File: config.mk
export PLATFORM = sky130hd
export DESIGN_NAME = imu_i2c_target
export DESIGN_NICKNAME = d
export VERILOG_FILES = /design/src/byte_fifo.v /design/src/imu_i2c_target.v /design/src/sync2.v
export VERILOG_INCLUDE_DIRS = /design/src /design/src/src
export SDC_FILE = /design/constraint.sdc
export NUM_CORES = 1
export LEC_CHECK = 0
export BUFFER_PORTS_ARGS = -buffer_cell sky130_fd_sc_hd__buf_2
export CORE_MARGIN = 3
export CORE_UTILIZATION = 55
export CTS_CLUSTER_SIZE = 16
export DETAILED_ROUTE_END_ITERATION = 6
export GPL_TIMING_DRIVEN = 0
export HOLD_SLACK_MARGIN = 0.12
export PLACE_DENSITY = 0.73
export SETUP_SLACK_MARGIN = 0.1
export SYNTH_ARGS = -nofsm -noshare
export SYNTH_HDL_FRONTEND = slang
export SYNTH_SLANG_ARGS = --single-unit
File: constraint.sdc
create_clock -name clk_in -period 3.4 [get_ports clk_in]
set_input_delay 0.85 -clock clk_in [delete_from_list [all_inputs] [get_ports clk_in]]
set_output_delay 0.85 -clock clk_in [all_outputs]
set_load 0.005 [all_outputs]
File: src/imu_i2c_regs.vh
// Constants for the two-die I2C register access block.
// Assumes inclusion by bare name from the design files.
`ifndef IMU_I2C_REGS_VH
`define IMU_I2C_REGS_VH
`define ACCEL_ADDR_BASE 7'h18
`define GYRO_ADDR_BASE 7'h68
`define PTR_RESET 8'h00
`define FIFO_DEPTH 32
`define FIFO_AW 5
`define STRAP_WAIT 2'h2
`endif

File: src/byte_fifo.v
// Byte FIFO with valid/ready on both sides.
// Assumes a single clock and a synchronous active high reset.
module byte_fifo #(
   parameter WIDTH = 8,
   parameter DEPTH = 32,
   parameter AW = 5
) (
   // Clock and reset.
   input wire clk_in,
   input wire reset_in,
   // Fill side.
   input wire [WIDTH-1:0] wr_data_in,
   input wire wr_valid_in,
   output wire wr_ready_out,
   // Drain side.
   output wire [WIDTH-1:0] rd_data_out,
   output wire rd_valid_out,
   input wire rd_ready_in
);
   reg [WIDTH-1:0] mem [0:DEPTH-1];
   reg [AW-1:0] wr_ptr;
   reg [AW-1:0] rd_ptr;
   reg [AW:0] count;
   wire push;
   wire pop;
   assign wr_ready_out = (count != DEPTH[AW:0]);
   assign rd_valid_out = (count != {(AW+1){1'b0}});
   assign rd_data_out = mem[rd_ptr];
   assign push = wr_valid_in && wr_ready_out;
   assign pop = rd_valid_out && rd_ready_in;
   always @(posedge clk_in) begin
      if (push) begin
         mem[wr_ptr] <= wr_data_in;
      end
      if (reset_in) begin
         wr_ptr <= {AW{1'b0}};
         rd_ptr <= {AW{1'b0}};
         count <= {(AW+1){1'b0}};
      end else begin
         if (push) begin
            wr_ptr <= wr_ptr + 1'b1;
         end
         if (pop) begin
            rd_ptr <= rd_ptr + 1'b1;
         end
         if (push && !pop) begin
            count <= count + 1'b1;
         end else if (pop && !push) begin
            count <= count - 1'b1;
         end
      end
   end
endmodule // byte_fifo

File: src/imu_i2c_target.v
// I2C target register access for one die of a two-die inertial sensor.
// Assumes SCL and SDA are pins sampled by clk_in (125 MHz), straps static.
`include "imu_i2c_regs.vh"
module imu_i2c_target (
   // Clock and reset.
   input wire clk_in,
   input wire reset_in,
   // I2C pins; sda_oe_n_out low means the pin is pulled low.
   input wire scl_in,
   input wire sda_in,
   output reg sda_out,
   output reg sda_oe_n_out,
   // Straps and die choice (1 selects the gyroscope die).
   input wire gyro_die_in,
   input wire protocol_select_strap_in,
   input wire accel_serial_out_addr_strap_in,
   input wire gyro_serial_out_addr_strap_in,
   // Written bytes toward the register file.
   output reg [7:0] wr_addr_out,
   output reg [7:0] wr_data_out,
   output reg wr_strobe_out,
   // Read data from the register file, pushed by logic on clk_in.
   input wire [7:0] rd_data_in,
   input wire rd_valid_in,
   output reg rd_ready_out,
   output reg [7:0] rd_addr_out,
   output reg i2c_enable_out,
   output reg busy_out
);
   // ==========================================================
   // Pin synchronisation and bus condition detection
   wire [4:0] synced;
   reg scl_d;
   reg sda_d;
   wire scl_s;
   wire sda_s;
   wire scl_rise;
   wire scl_fall;
   wire start_det;
   wire stop_det;
   // The straps share the pin synchroniser. Its reset value is all ones,
   // the idle level of both bus lines, so no false edge follows reset.
   sync2 #(.WIDTH(5), .INIT(5'h1f)) u_sync (
      .clk_in(clk_in),
      .reset_in(reset_in),
      .async_in({scl_in, sda_in, protocol_select_strap_in,
                 accel_serial_out_addr_strap_in,
                 gyro_serial_out_addr_strap_in}),
      .sync_out(synced)
   );
   assign scl_s = synced[4];
   assign sda_s = synced[3];
   assign scl_rise = scl_s && !scl_d;
   assign scl_fall = !scl_s && scl_d;
   assign start_det = scl_s && scl_d && sda_d && !sda_s;
   assign stop_det = scl_s && scl_d && !sda_d && sda_s;

   // ==========================================================
   // Strap capture after reset release
   // Straps are read once; moving them later needs a reset.
   reg [6:0] own_addr;
   reg strap_done;
   reg [1:0] strap_wait;
   always @(posedge clk_in) begin
      if (reset_in) begin
         own_addr <= 7'h00;
         i2c_enable_out <= 1'b0;
         strap_done <= 1'b0;
         strap_wait <= 2'h0;
         scl_d <= 1'b1;
         sda_d <= 1'b1;
      end else begin
         scl_d <= scl_s;
         sda_d <= sda_s;
         // The synchroniser shows its reset value for two more edges;
         // capturing earlier would read every strap as high.
         if (!strap_done && strap_wait != `STRAP_WAIT) begin
            strap_wait <= strap_wait + 2'h1;
         end else if (!strap_done) begin
            strap_done <= 1'b1;
            i2c_enable_out <= synced[2] || !gyro_die_in;
            if (gyro_die_in) begin
               own_addr <= `GYRO_ADDR_BASE | {6'h00, synced[0]};
            end else begin
               own_addr <= `ACCEL_ADDR_BASE | {6'h00, synced[1]};
            end
         end
      end
   end

   // ==========================================================
   // Read data buffer between register file and the shifter
   wire fifo_wr_ready;
   wire [7:0] fifo_data;
   wire fifo_valid;
   reg fifo_pop;
   reg fifo_flush;
   // A byte enters only on a completed handshake, so the register
   // file's pointer and the buffer contents never drift apart.
   byte_fifo #(.WIDTH(8), .DEPTH(`FIFO_DEPTH), .AW(`FIFO_AW)) u_fifo (
      .clk_in(clk_in),
      .reset_in(reset_in || fifo_flush),
      .wr_data_in(rd_data_in),
      .wr_valid_in(rd_valid_in && rd_ready_out),
      .wr_ready_out(fifo_wr_ready),
      .rd_data_out(fifo_data),
      .rd_valid_out(fifo_valid),
      .rd_ready_in(fifo_pop)
   );

   // ==========================================================
   // Protocol state machine
   // Bits are taken on synchronised SCL rises and driven after falls,
   // about three clocks late; both edges lag alike, so setup holds.
   localparam [6:0] S_IDLE = 7'h01;
   localparam [6:0] S_ADDR = 7'h02;
   localparam [6:0] S_AACK = 7'h04;
   localparam [6:0] S_RXB = 7'h08;
   localparam [6:0] S_RACK = 7'h10;
   localparam [6:0] S_TXB = 7'h20;
   localparam [6:0] S_MACK = 7'h40;
   reg [6:0] state;
   reg [7:0] shreg;
   reg [3:0] bitcnt;
   reg rw;
   reg got_ptr;
   reg ack_hi;
   reg load_pend;
   reg [7:0] start_ptr;
   reg [7:0] ptr;
   always @(posedge clk_in) begin
      if (reset_in) begin
         state <= S_IDLE;
         shreg <= 8'h00;
         bitcnt <= 4'h0;
         rw <= 1'b0;
         got_ptr <= 1'b0;
         ack_hi <= 1'b0;
         load_pend <= 1'b0;
         start_ptr <= `PTR_RESET;
         ptr <= `PTR_RESET;
         sda_out <= 1'b0;
         sda_oe_n_out <= 1'b1;
         wr_addr_out <= 8'h00;
         wr_data_out <= 8'h00;
         wr_strobe_out <= 1'b0;
         rd_ready_out <= 1'b0;
         rd_addr_out <= 8'h00;
         busy_out <= 1'b0;
         fifo_pop <= 1'b0;
         fifo_flush <= 1'b0;
      end else begin
         wr_strobe_out <= 1'b0;
         fifo_pop <= 1'b0;
         fifo_flush <= 1'b0;
         // Ready drops for one cycle after each take: the take that
         // fills the last free entry can then never be followed by one
         // the full buffer would have to refuse.
         rd_ready_out <= busy_out && rw && fifo_wr_ready &&
                         !(rd_valid_in && rd_ready_out);
         if (rd_valid_in && rd_ready_out) begin
            rd_addr_out <= rd_addr_out + 8'h01;
         end
         if (!i2c_enable_out) begin
            state <= S_IDLE;
            sda_oe_n_out <= 1'b1;
         end else if (start_det) begin
            // Repeated START keeps the pointer of the write phase.
            state <= S_ADDR;
            bitcnt <= 4'h0;
            got_ptr <= 1'b0;
            sda_oe_n_out <= 1'b1;
            busy_out <= 1'b0;
            load_pend <= 1'b0;
            fifo_flush <= 1'b1;
         end else if (stop_det) begin
            // A STOP is taken in every state, even with no clock since START.
            state <= S_IDLE;
            sda_oe_n_out <= 1'b1;
            busy_out <= 1'b0;
         end else begin
            case (state)
               S_IDLE: begin
                  sda_oe_n_out <= 1'b1;
               end
               S_ADDR, S_RXB: begin
                  if (scl_rise) begin
                     shreg <= {shreg[6:0], sda_s};
                     bitcnt <= bitcnt + 4'h1;
                  end else if (scl_fall && bitcnt == 4'h8) begin
                     bitcnt <= 4'h0;
                     if (state == S_ADDR) begin
                        if (shreg[7:1] == own_addr) begin
                           rw <= shreg[0];
                           sda_oe_n_out <= 1'b0;
                           state <= S_AACK;
                           if (shreg[0]) begin
                              // Prefetch during the acknowledge so the
                              // first byte waits at its closing fall.
                              rd_addr_out <= start_ptr;
                              busy_out <= 1'b1;
                              ack_hi <= 1'b0;
                           end
                        end else begin
                           state <= S_IDLE;
                        end
                     end else begin
                        sda_oe_n_out <= 1'b0;
                        state <= S_RACK;
                        // The first byte after the address is the pointer;
                        // later bytes go to consecutive registers.
                        if (!got_ptr) begin
                           got_ptr <= 1'b1;
                           start_ptr <= shreg;
                           ptr <= shreg;
                        end else begin
                           wr_addr_out <= ptr;
                           wr_data_out <= shreg;
                           wr_strobe_out <= 1'b1;
                           ptr <= ptr + 8'h01;
                        end
                     end
                  end
               end
               S_AACK: begin
                  if (scl_fall) begin
                     if (rw) begin
                        load_pend <= 1'b1;
                        state <= S_MACK;
                     end else begin
                        sda_oe_n_out <= 1'b1;
                        state <= S_RXB;
                     end
                  end
               end
               S_RACK: begin
                  // Hold the acknowledge through its clock, then let go.
                  if (scl_fall) begin
                     sda_oe_n_out <= 1'b1;
                     state <= S_RXB;
                  end
               end
               S_TXB: begin
                  // Bit 7 went out at the load; each fall shifts the next,
                  // and the fall after bit 0 frees the line for the answer.
                  if (scl_fall) begin
                     if (bitcnt == 4'h7) begin
                        sda_oe_n_out <= 1'b1;
                        bitcnt <= 4'h0;
                        state <= S_MACK;
                     end else begin
                        sda_oe_n_out <= shreg[6];
                        shreg <= {shreg[6:0], 1'b0};
                        bitcnt <= bitcnt + 4'h1;
                     end
                  end
               end
               S_MACK: begin
                  // The controller clock is not stretched: a byte that is
                  // not buffered at the fall goes out as soon as it lands,
                  // so the register file must keep up.
                  if (scl_rise) begin
                     ack_hi <= sda_s;
                  end else if (ack_hi) begin
                     sda_oe_n_out <= 1'b1;
                     busy_out <= 1'b0;
                     load_pend <= 1'b0;
                     state <= S_IDLE;
                  end else if ((scl_fall || load_pend) && fifo_valid) begin
                     load_pend <= 1'b0;
                     fifo_pop <= 1'b1;
                     shreg <= fifo_data;
                     sda_oe_n_out <= fifo_data[7];
                     state <= S_TXB;
                  end else if (scl_fall) begin
                     load_pend <= 1'b1;
                  end
               end
               default: begin
                  state <= S_IDLE;
                  sda_oe_n_out <= 1'b1;
               end
            endcase
         end
      end
   end
endmodule // imu_i2c_target

File: src/sync2.v
// Two flip-flop synchroniser for a group of asynchronous levels.
// Assumes the levels are quasi-static relative to clk_in.
module sync2 #(
   parameter WIDTH = 1,
   parameter [WIDTH-1:0] INIT = {WIDTH{1'b1}}
) (
   input wire clk_in,
   input wire reset_in,
   input wire [WIDTH-1:0] async_in,
   output reg [WIDTH-1:0] sync_out
);
   reg [WIDTH-1:0] meta;
   always @(posedge clk_in) begin
      if (reset_in) begin
         meta <= INIT;
         sync_out <= INIT;
      end else begin
         meta <= async_in;
         sync_out <= meta;
      end
   end
endmodule // sync2

==> impl_metrics.py, run 1 <==
metrics = {
    "run_status": {
        "status": "completed",
    },
    "global_routing": {
        "grt-ovfl-total": 0,
        "grt_pass1_wl_microns": 51090,
        "track_usage_pct": 23.01,
        "antenna_found_initial": 0,
        "grt_pass1_vias": 8841,
        "grt_start_max_net_pins": 33,
    },
    "final_layout": {
        "final_core_util_pct": 63.73,
        "layout-drive-gt1-share_pct": 17.96,
        "n_fill_cell": 1928,
        "area_delta_synth_final_pct": 12.47,
        "stdcell_count": 1499,
        "diodes": 0,
        "nets": 1169,
        "fin_area_sq_um": 16840,
    },
    "placed_design": {
        "dp_hpwl_microns": 21420,
        "placed_cell_area_sq_um": 15620,
        "post-place-cells": 1432,
        "gp_congestion": 0.8584,
        "pre_cts_ws_ns": -0.1732,
        "port_buffers": 45,
    },
    "floorplan": {
        "pin_count": 47,
        "die_h_microns": 171.0,
        "rows": 59,
        "die_x_microns": 171.0,
        "initial_core_util_pct": 56.66,
        "die-area_sq_um": 29240,
        "core-area_sq_um": 26430,
    },
    "sta": {
        "setup_violations": 0,
        "finalSetupTns_ns": 0,
        "hold_viol_final": 0,
        "setup_ws_ns": 0.2606,
        "max_slew_margin_pct": 31.76,
        "fin_crit_sh_pct": 92.34,
        "skew_ns": 0.02764,
        "max_freq_mhz": 318.5,
        "rsz0062_at_grt": "no",
        "worst_pin_slew_ns": 1.020,
        "fin_crit_ns": 3.139,
        "drv_slew": 0,
    },
    "critical_path": {
        "end_kind": "flip-flop",
        "criticalPathCategory": "flip-flop to flip-flop",
        "start_kind": "flip-flop",
        "worstPathMaxFanout": 6,
        "cp_data_arrival_time_ns": 3.53,
        "crit_required_ns": 3.79,
    },
    "clock_network": {
        "htree_levels": 2,
        "clock-sinks": 366,
        "clock_latency_ns": 0.54,
        "clk_path_buf_depth": 3,
        "clk_pin_slew_worst_paths_ns": 0.06,
        "cts_made_buffers": 37,
        "cts_root_buf": "clkbuf_16",
        "ctsHoldBuffers": 0,
        "tritoncts": "built",
    },
    "yosys": {
        "muxShareOfSynthArea_pct": 11.42,
        "synth_area_sq_um": 14970,
        "synth_top_area_share_pct": 51.34,
        "synthFlopType": "edfxtp_1",
        "synth_xor_xnor_area_share_pct": 1.521,
        "synth_top_family_by_area": "multiplexers",
        "syn-num-nets": 1085,
        "synth_seq_cells": 366,
        "seq_area_frac_synth_pct": 66.04,
        "synth_most_common_cell": "edfxtp_1",
        "synthTopCellsByCount": "256 x edfxtp_1, 110 x dfxtp_1, 99 x nor2_1",
        "yosys_warnings": 0,
        "synth_cells": 1052,
        "syn_avg_cell_area_sq_um": 14.23,
        "synthTopCellsByArea": "edfxtp_1 51%, dfxtp_1 15%, mux4_2 9.5%",
        "synth_fa_ha_area_share_pct": 1.387,
        "yosys.area.top_type": "edfxtp_1",
        "async_flop_share_pct": 0,
        "synth-edff-count": 256,
        "synth_compound_area_share_pct": 7.169,
        "synthSimpleGateAreaFrac_pct": 10.13,
        "synth.distinct_cells": 70,
    },
    "route": {
        "wl_per_cell_microns": 22.02,
        "dr.first_iter.drc_count": 890,
        "via_per_inst": 6.085,
        "finalWirelength_microns": 33010,
        "ant_nets": 0,
        "drc_errors": 0,
        "via_count": 9121,
        "first_pass_iters": 5,
    },
    "power": {
        "powerDensity_nw_per_um2": 542.0,
        "leakage_nw": 5.433,
        "ir_worst_vdd_uv": 476.1,
    },
    "hold_path": {
        "hp-class": "flip-flop to flip-flop",
    },
    "flow_run": {
        "max_cap_viol_count": 0,
    },
}
## flip-flops by register name (all words and copies together), names as in the netlist, 4 cells and up, named ones only
name / flops
bitcnt: 4
own_addr: 4
ptr: 8
rd_addr_out: 8
shreg: 8
start_ptr: 8
state: 7
u_fifo.count: 6
u_fifo.mem: 256
u_fifo.rd_ptr: 5
u_fifo.wr_ptr: 5
u_sync.meta: 5
u_sync.sync_out: 5
wr_addr_out: 8
wr_data_out: 8
## stage by stage
| stage | hold WS, ns | total power (W) |
|---|---|---|
| after floorplan | 0.3895 | 0.005058 |
| after global placement | 0.3982 | 0.005155 |
| after detailed placement | 0.3953 | 0.005163 |
| after CTS | 0.4243 | 0.009175 |
| after global routing | 0.4409 | 0.009389 |
| final | 0.4219 | 0.009129 |
## power by group
group	switching [W]	internal [W]	total (W)
clock	0.00165	0.00241	0.00406
combinational	0.000166	0.0000832	0.000249
sequential	0.0000228	0.00480	0.00482
total	0.00184	0.00729	0.00913
## worst max-delay path, stage by stage (launching register included)
cell and delay [ns]:
dfxtp_2 0.34, or4_4 0.55, or3_1 0.32, and2_4 0.19
inv_1 0.08, ha_2 0.22, inv_4 0.07, ha_1 0.29
a21o_1 0.18, a21o_1 0.17, a211o_1 0.29, o211ai_1 0.11
xnor2_1 0.14, nor2_1 0.06
## cell families (layout without fill, tap and decap cells)
logic type	Yosys count	after routing
xor+xnor	26	26
simple gates	306	306
mux	92	92
buf+inv	76	188
fa+ha+maj	16	16
flops	366	366
other cells	1	1
compound gates	169	169
## layout make-up
type,count,area [sq um],share of cell area [%]
clock buffers,55,1025,6.084
well taps,335,419.2,2.489
clock inverters,12,181.4,1.077
repair buffers,46,232.7,1.382
multi-input cells,610,4748,28.19
flip-flops and latches,366,9892,58.73
plain buffers,59,281.5,1.671
inverters,16,62.56,0.3714
## layer usage
layer  up-vias  GRT usage (%)  part of all wire (%)
met5         -              0                     0
met4         0          8.048                   2.9
met3        71          3.766                   6.6
met2       347          38.54                    49
met1      4513          30.97                    41
li1       4190              -                     -
## path summary, 6_finish.rpt
kind,from,endpoint,slack [ns],cells past startpoint
worst min-delay path,u_sync.meta[2],u_sync.sync_out[2],0.42,1
worst max register to register,u_fifo.count[5],u_fifo.count[5],0.26,13
worst min register to register,u_sync.meta[2],u_sync.sync_out[2],0.42,1
worst max-delay path,u_fifo.count[5],u_fifo.count[5],0.26,13
## repair_timing
| item | CTS | global route |
|---|---|---|
| resized for setup | 3 | 5 |
| pin swaps | 0 | 2 |
| setup buffers | 0 | 1 |
| endpoints found under the hold margin | 0 | 0 |
| setup endpoints to repair | 2 | 3 |
## placed cells by master (no fill, tap or decap), types with 3 or more instances in the layout
cell,count
nand2b_1,5
nor4_1,3
mux4_2,63
inv_1,15
bufinv_16,4
a211oi_1,17
nand3b_1,5
o211ai_1,4
clkbuf_1,58
buf_4,5
a21oi_1,58
or2_2,16
nor2b_1,12
xor2_1,13
and2_1,5
clkbuf_16,38
o21ai_0,34
a31oi_1,4
ha_1,14
or3_1,8
nor3_2,3
o221ai_1,4
a22oi_1,15
buf_2,52
clkinv_1,4
nand2_1,71
a311oi_1,5
xnor2_1,13
buf_6,3
a21o_1,4
nor3_1,8
and3_1,4
mux2i_1,28
edfxtp_1,256
nand4_1,13
dfxtp_1,108
o21bai_1,3
a221oi_1,9
nand3_1,33
nor2_1,99
Note: power is estimated with default switching activity, not from simulation.
==> run 2, diff against run 1 <==
Settings changed: ABC_AREA set to 1.
==> run 2 against run 1 <==
Synthesized cell count increased by 57%. Utilization down 0.51 points. Largest power group unchanged. Clock power rose by 4%. Sequential share of layout area down 2.9 points. Clock skew fell by 0.0068 ns. Critical endpoint is now u_fifo.mem[16][3]. Critical path depth down 7. Routed wire length increased by 27%. Final cell count up 43%. Total power increased by 2.4%. Global-route usage up 4.5 points. Critical path type unchanged. Cell area increased by 5.1%. Fmax increased by 15%.
==> impl_metrics.py, run 2 <==
metrics = {
    "yosys": {
        "synth_top_area_share_pct": 48.88,
        "synthFlopType": "edfxtp_1",
        "synth_seq_cells": 366,
        "syn-num-nets": 1686,
        "syn_avg_cell_area_sq_um": 9.514,
        "synth_cells": 1653,
        "synth_area_sq_um": 15730,
        "yosys.area.top_type": "edfxtp_1",
        "async_flop_share_pct": 0,
        "synth-edff-count": 256,
        "synthTopCellsByArea": "edfxtp_1 49%, dfxtp_1 14%, nand2_1 11%",
        "synth_most_common_cell": "nand2_1",
        "seq_area_frac_synth_pct": 62.88,
        "synthTopCellsByCount": "445 x nand2_1, 256 x edfxtp_1, 235 x nand3_1",
        "synth.distinct_cells": 41,
        "yosys_warnings": 0,
    },
    "global_routing": {
        "antenna_found_initial": 0,
        "grt_pass1_vias": 11730,
        "track_usage_pct": 27.54,
        "grt-ovfl-total": 0,
        "grt_pass1_wl_microns": 65380,
        "grt_start_max_net_pins": 33,
    },
    "route": {
        "via_count": 12260,
        "via_per_inst": 5.708,
        "drc_errors": 0,
        "ant_nets": 0,
        "dr.first_iter.drc_count": 1567,
        "finalWirelength_microns": 41980,
        "first_pass_iters": 7,
        "wl_per_cell_microns": 19.55,
    },
    "final_layout": {
        "n_fill_cell": 2282,
        "layout-drive-gt1-share_pct": 9.780,
        "layout_common_cells": "445 x nand2_1, 256 x edfxtp_1, 235 x nand3_1",
        "fin_area_sq_um": 17710,
        "stdcell_count": 2147,
        "layout_commonest_cell": "nand2_1",
        "area_delta_synth_final_pct": 12.59,
        "regMostFlops": "u_fifo.mem",
        "largest_reg_flops": 256,
        "nets": 1771,
        "diodes": 0,
    },
    "placed_design": {
        "gp_congestion": 0.9476,
        "port_buffers": 44,
        "post-place-cells": 2075,
        "dp_hpwl_microns": 27280,
        "placed_cell_area_sq_um": 16430,
    },
    "clock_network": {
        "clk_pin_slew_worst_paths_ns": 0.06,
        "ctsHoldBuffers": 0,
        "clock_latency_ns": 0.54,
        "clock-sinks": 366,
        "post_cts_buffers": 0,
        "tritoncts": "built",
        "cts_made_buffers": 39,
        "clk_path_buf_depth": 3,
        "ctsResizeCount": 0,
        "cts_root_buf": "clkbuf_16",
        "htree_levels": 2,
    },
    "floorplan": {
        "rows": 61,
        "pin_count": 47,
        "die-area_sq_um": 30660,
        "initial_core_util_pct": 56.14,
        "core-area_sq_um": 28010,
        "die_x_microns": 175.1,
        "die_h_microns": 175.1,
    },
    "sta": {
        "fin_crit_sh_pct": 80.08,
        "hold_viol_final": 0,
        "max_slew_margin_pct": 25.93,
        "drv_slew": 0,
        "worst_pin_slew_ns": 1.107,
        "setup_violations": 0,
        "fin_crit_ns": 2.723,
        "skew_ns": 0.02088,
        "max_freq_mhz": 367.3,
        "rsz0062_at_grt": "no",
    },
    "critical_path": {
        "r2r-end": "u_fifo.mem[16][3]",
        "end_kind": "flip-flop",
        "r2r_start": "u_fifo.count[0]",
        "cp_data_arrival_time_ns": 2.86,
        "worstPathMaxFanout": 8,
        "crit_required_ns": 3.54,
        "r2r_cells": 6,
        "criticalPathCategory": "flip-flop to flip-flop",
        "start_kind": "flip-flop",
        "rrSetupSlack_ns": 0.68,
    },
    "power": {
        "powerDensity_nw_per_um2": 527.7,
        "leakage_nw": 6.787,
        "ir_worst_vdd_uv": 502.3,
    },
    "hold_path": {
        "hold_depth": 1,
        "holdCritStartpoint": "u_sync.meta[4]",
        "hold_path_end": "u_sync.sync_out[4]",
        "hp-class": "flip-flop to flip-flop",
    },
    "flow_run": {
        "max_cap_viol_count": 0,
    },
    "run_status": {
        "status": "completed",
    },
}
run 2: changes by cell type after synthesis, sizes merged, moves of 24 or more:
cell / delta
nand2: +380
nand3: +204
inv: +83
o21ai: +38
nor2: +91
mux4: -63
buf: +24
mux2i: -28
run 2: cell families after synthesis:
logic type               share of synthesized area, %
flip-flops                                      62.88
buffers and inverters                           4.408
adder cells (fa/ha/maj)                         1.321
AO/OA/AOI/OAI                                   5.187
other                                         0.02385
XOR/XNOR                                       0.7240
AND/OR/NAND/NOR                                 25.45
run 2: metal layers:
layer	track usage, %	vias up	share of wire, %
met5	0	-	0
met4	9.342	0	3.2
met3	4.302	102	9.0
met2	43.82	594	46
met1	39.04	5805	42
li1	-	5754	-
run 2: how the worst max path moves through the flow:
stage | from | endpoint
6_report | u_fifo.count[0] | u_fifo.mem[16][3]
5_1_grt | u_fifo.count[0] | u_fifo.count[4]
4_1_cts | u_fifo.count[0] | u_fifo.mem[19][5]
3_5_place_dp | rd_valid_in | u_fifo.mem[19][1]
3_3_place_gp | rd_valid_in | u_fifo.mem[3][0]
2_1_floorplan | rd_valid_in | u_fifo.count[4]
run 2: through the flow:
| step | setup TNS (ns) | utilization (%) | power, W | hold WS [ns] | worst slack, ns |
|---|---|---|---|---|---|
| after global placement | -0.03128 | 58.62 | 0.005203 | 0.3933 | -0.004705 |
| after floorplan | 0 | - | 0.005086 | 0.3895 | 0.7977 |
| final | 0 | 63.22 | 0.009344 | 0.4087 | 0.6773 |
| after CTS | 0 | 63.20 | 0.009359 | 0.4104 | 0.5680 |
| after detailed placement | 0 | 58.67 | 0.005214 | 0.3966 | 0.05168 |
| after global routing | 0 | 63.22 | 0.009592 | 0.4213 | 0.5297 |
run 2: power breakdown:
group          switching (W)  internal, W
Combinational       0.000229    0.0000804
Clock                0.00172      0.00250
Sequential         0.0000172      0.00480
Total                0.00197      0.00738
run 2: critical path, cell delays in order, from the launching register on:
cell and delay, ns:
dfxtp_1 0.44, nor2_1 0.11, nand3_1 0.08, nor2_1 0.07
nor2_2 0.36, nand2_1 0.35, nor2_1 0.93
run 2: final cells by class:
cell class                      count  area [sq um]  area share [%]
Sequential cell                   366          9889           55.85
Multi-Input combinational cell   1113          5164           29.16
Clock buffer                       50          1050           5.929
Tap cell                          378         473.0           2.671
Inverter                          102         385.4           2.176
Buffer                             72         307.8           1.738
Timing Repair Buffer               44         220.2           1.244
Clock inverter                     22         217.7           1.230
==> run 3, diff against run 2 <==
Settings changed: PLACE_DENSITY 0.73 to 0.7.
Clock period 3.4 ns to 2.7 ns, I/O delays scaled along.
==> run 3 against run 2 <==
Largest power group unchanged. Die area did not move. Register-to-register slack got worse by 0.44 ns. Total power rose by 23%. Sequential power rose by 26%. Fmax rose by 10%. Sequential cell count did not move. Clock-buffer cell count rose by 3. Sequential share of layout area rose by 0.16 points. Clock skew fell by 0.00061 ns. First-iteration DRC count fell by 21%. Global-route usage rose by 0.16 points. Critical path depth rose by 1.
==> impl_metrics.py, run 3 (synthesized netlist as in run 2, its figures left out) <==
metrics = {
    "run_status": {
        "status": "completed",
    },
    "hold_path": {
        "hold_depth": 2,
        "hp-class": "input pin to flip-flop",
    },
    "power": {
        "p_total_w": 0.01149,
        "leakage_nw": 6.769,
        "ir_worst_vdd_uv": 635.5,
        "powerDensity_nw_per_um2": 650.9,
    },
    "clock_network": {
        "clk_pin_slew_worst_paths_ns": 0.06,
        "htree_levels": 2,
        "ctsHoldBuffers": 0,
        "cts_root_buf": "clkbuf_16",
        "clock_latency_ns": 0.54,
        "clk_path_buf_depth": 3,
        "tritoncts": "built",
        "clock-sinks": 366,
        "cts_made_buffers": 39,
    },
    "global_routing": {
        "track_usage_pct": 27.70,
        "antenna_found_initial": 0,
        "grt_pass1_wl_microns": 65460,
        "grt_start_max_net_pins": 33,
        "grt-ovfl-total": 0,
        "grt_pass1_vias": 11620,
    },
    "sta": {
        "fin_crit_ns": 2.467,
        "worst_pin_slew_ns": 1.019,
        "hold_viol_final": 0,
        "setup_ws_ns": 0.2327,
        "fin_crit_sh_pct": 91.38,
        "drv_slew": 0,
        "rsz0062_at_grt": "no",
        "setup_violations": 0,
        "skew_ns": 0.02027,
        "max_slew_margin_pct": 31.84,
        "max_freq_mhz": 405.3,
    },
    "route": {
        "via_per_inst": 5.695,
        "finalWirelength_microns": 41990,
        "first_pass_iters": 6,
        "dr.first_iter.drc_count": 1240,
        "ant_nets": 0,
        "via_count": 12220,
        "drc_errors": 0,
        "wl_per_cell_microns": 19.58,
    },
    "placed_design": {
        "gp_congestion": 0.9427,
        "pre_cts_ws_ns": -0.4713,
        "post-place-cells": 2075,
        "dp_hpwl_microns": 28010,
        "port_buffers": 44,
    },
    "floorplan": {
        "die_x_microns": 175.1,
        "initial_core_util_pct": 56.14,
        "pin_count": 47,
        "core-area_sq_um": 28010,
        "die-area_sq_um": 30660,
        "die_h_microns": 175.1,
        "rows": 61,
    },
    "critical_path": {
        "crit_path_cell_trace": "nor2_1, nand3_1, nor2_4, nor2_4, buf_4, nand2_1, nor2_1",
        "worstPathMaxFanout": 8,
        "start_kind": "flip-flop",
        "cpLargestDelayFamily": "simple AND/OR/NAND/NOR gates",
        "cp_data_arrival_time_ns": 2.62,
        "cpMaxStageDelayCell": "nor2_1",
        "cpPeakStageDelay_ns": 0.85,
        "critical_path_depth": 7,
        "end_kind": "flip-flop",
        "criticalPathCategory": "flip-flop to flip-flop",
        "path_buf_inv": 1,
        "r2r_cells": 7,
        "crit_required_ns": 2.85,
    },
    "flow_run": {
        "max_cap_viol_count": 0,
    },
    "final_layout": {
        "largest_reg_flops": 256,
        "layout-drive-gt1-share_pct": 10.02,
        "diodes": 0,
        "nets": 1772,
        "regMostFlops": "u_fifo.mem",
        "stdcell_count": 2145,
        "layout_commonest_cell": "nand2_1",
        "area_delta_synth_final_pct": 12.29,
        "final_core_util_pct": 63.05,
        "layout_common_cells": "444 x nand2_1, 256 x edfxtp_1, 235 x nand3_1",
    },
}
==> run 3: routing by layer <==
layer	wire length (microns)	track usage [%]	up-vias
met5	0	0	-
met4	1211	8.178	0
met3	3649	4.042	82
met2	18850	43.57	591
met1	18290	40.43	5790
li1	-	-	5752
==> run 3: power breakdown <==
group / total [W] / switching, W / leakage [nW] / internal (W)
registers: 0.00607 / 0.0000214 / 3.19 / 0.00605
logic: 0.000390 / 0.000289 / 2.99 / 0.000101
clock network: 0.00504 / 0.00213 / 0.591 / 0.00291
total: 0.0115 / 0.00244 / 6.77 / 0.00905
==> run 3: per-stage QoR <==
stage | setup TNS (ns) | area [sq um] | hold WS, ns
after floorplan | 0 | 15730 | 0.3895
after global placement | -46.01 | 16420 | 0.3942
after detailed placement | -40.04 | 16430 | 0.4000
after CTS | 0 | 17640 | 0.3163
after global routing | 0 | 17660 | 0.3256
final | 0 | 17660 | 0.3223
==> run 3: layout make-up <==
type,count,area [sq um]
tap,378,473.0
multi-input combinational,1113,5179
timing repair buffer,45,227.7
clock buffer,53,1082
buffer,72,310.3
fill,2316,10350
sequential,366,9891
clock inverter,16,111.4
inverter,102,385.4
==> run 3: what timing repair did <==
| item | in CTS | in global routing |
|---|---|---|
| setup buffers | 0 | 1 |
| pin swaps | 0 | 1 |
| resized for setup | 2 | 8 |
| endpoints found under the setup margin | 13 | 36 |
==> run 3: path summary, 6_finish.rpt <==
kind	slack, ns	start	endpoint
max reg2reg	0.23	u_fifo.count[1]	u_fifo.mem[14][1]
max	0.23	u_fifo.count[1]	u_fifo.mem[14][1]
min	0.32	gyro_serial_out_addr_strap_in	u_sync.meta[0]
min reg2reg	0.40	u_sync.meta[2]	u_sync.sync_out[2]
==> run 3: worst register-to-register path, cell delays in order, from the launching register on <==
cell	delay, ns
dfxtp_1	0.39
nor2_1	0.08
nand3_1	0.12
nor2_4	0.07
nor2_4	0.16
buf_4	0.17
nand2_1	0.26
nor2_1	0.85
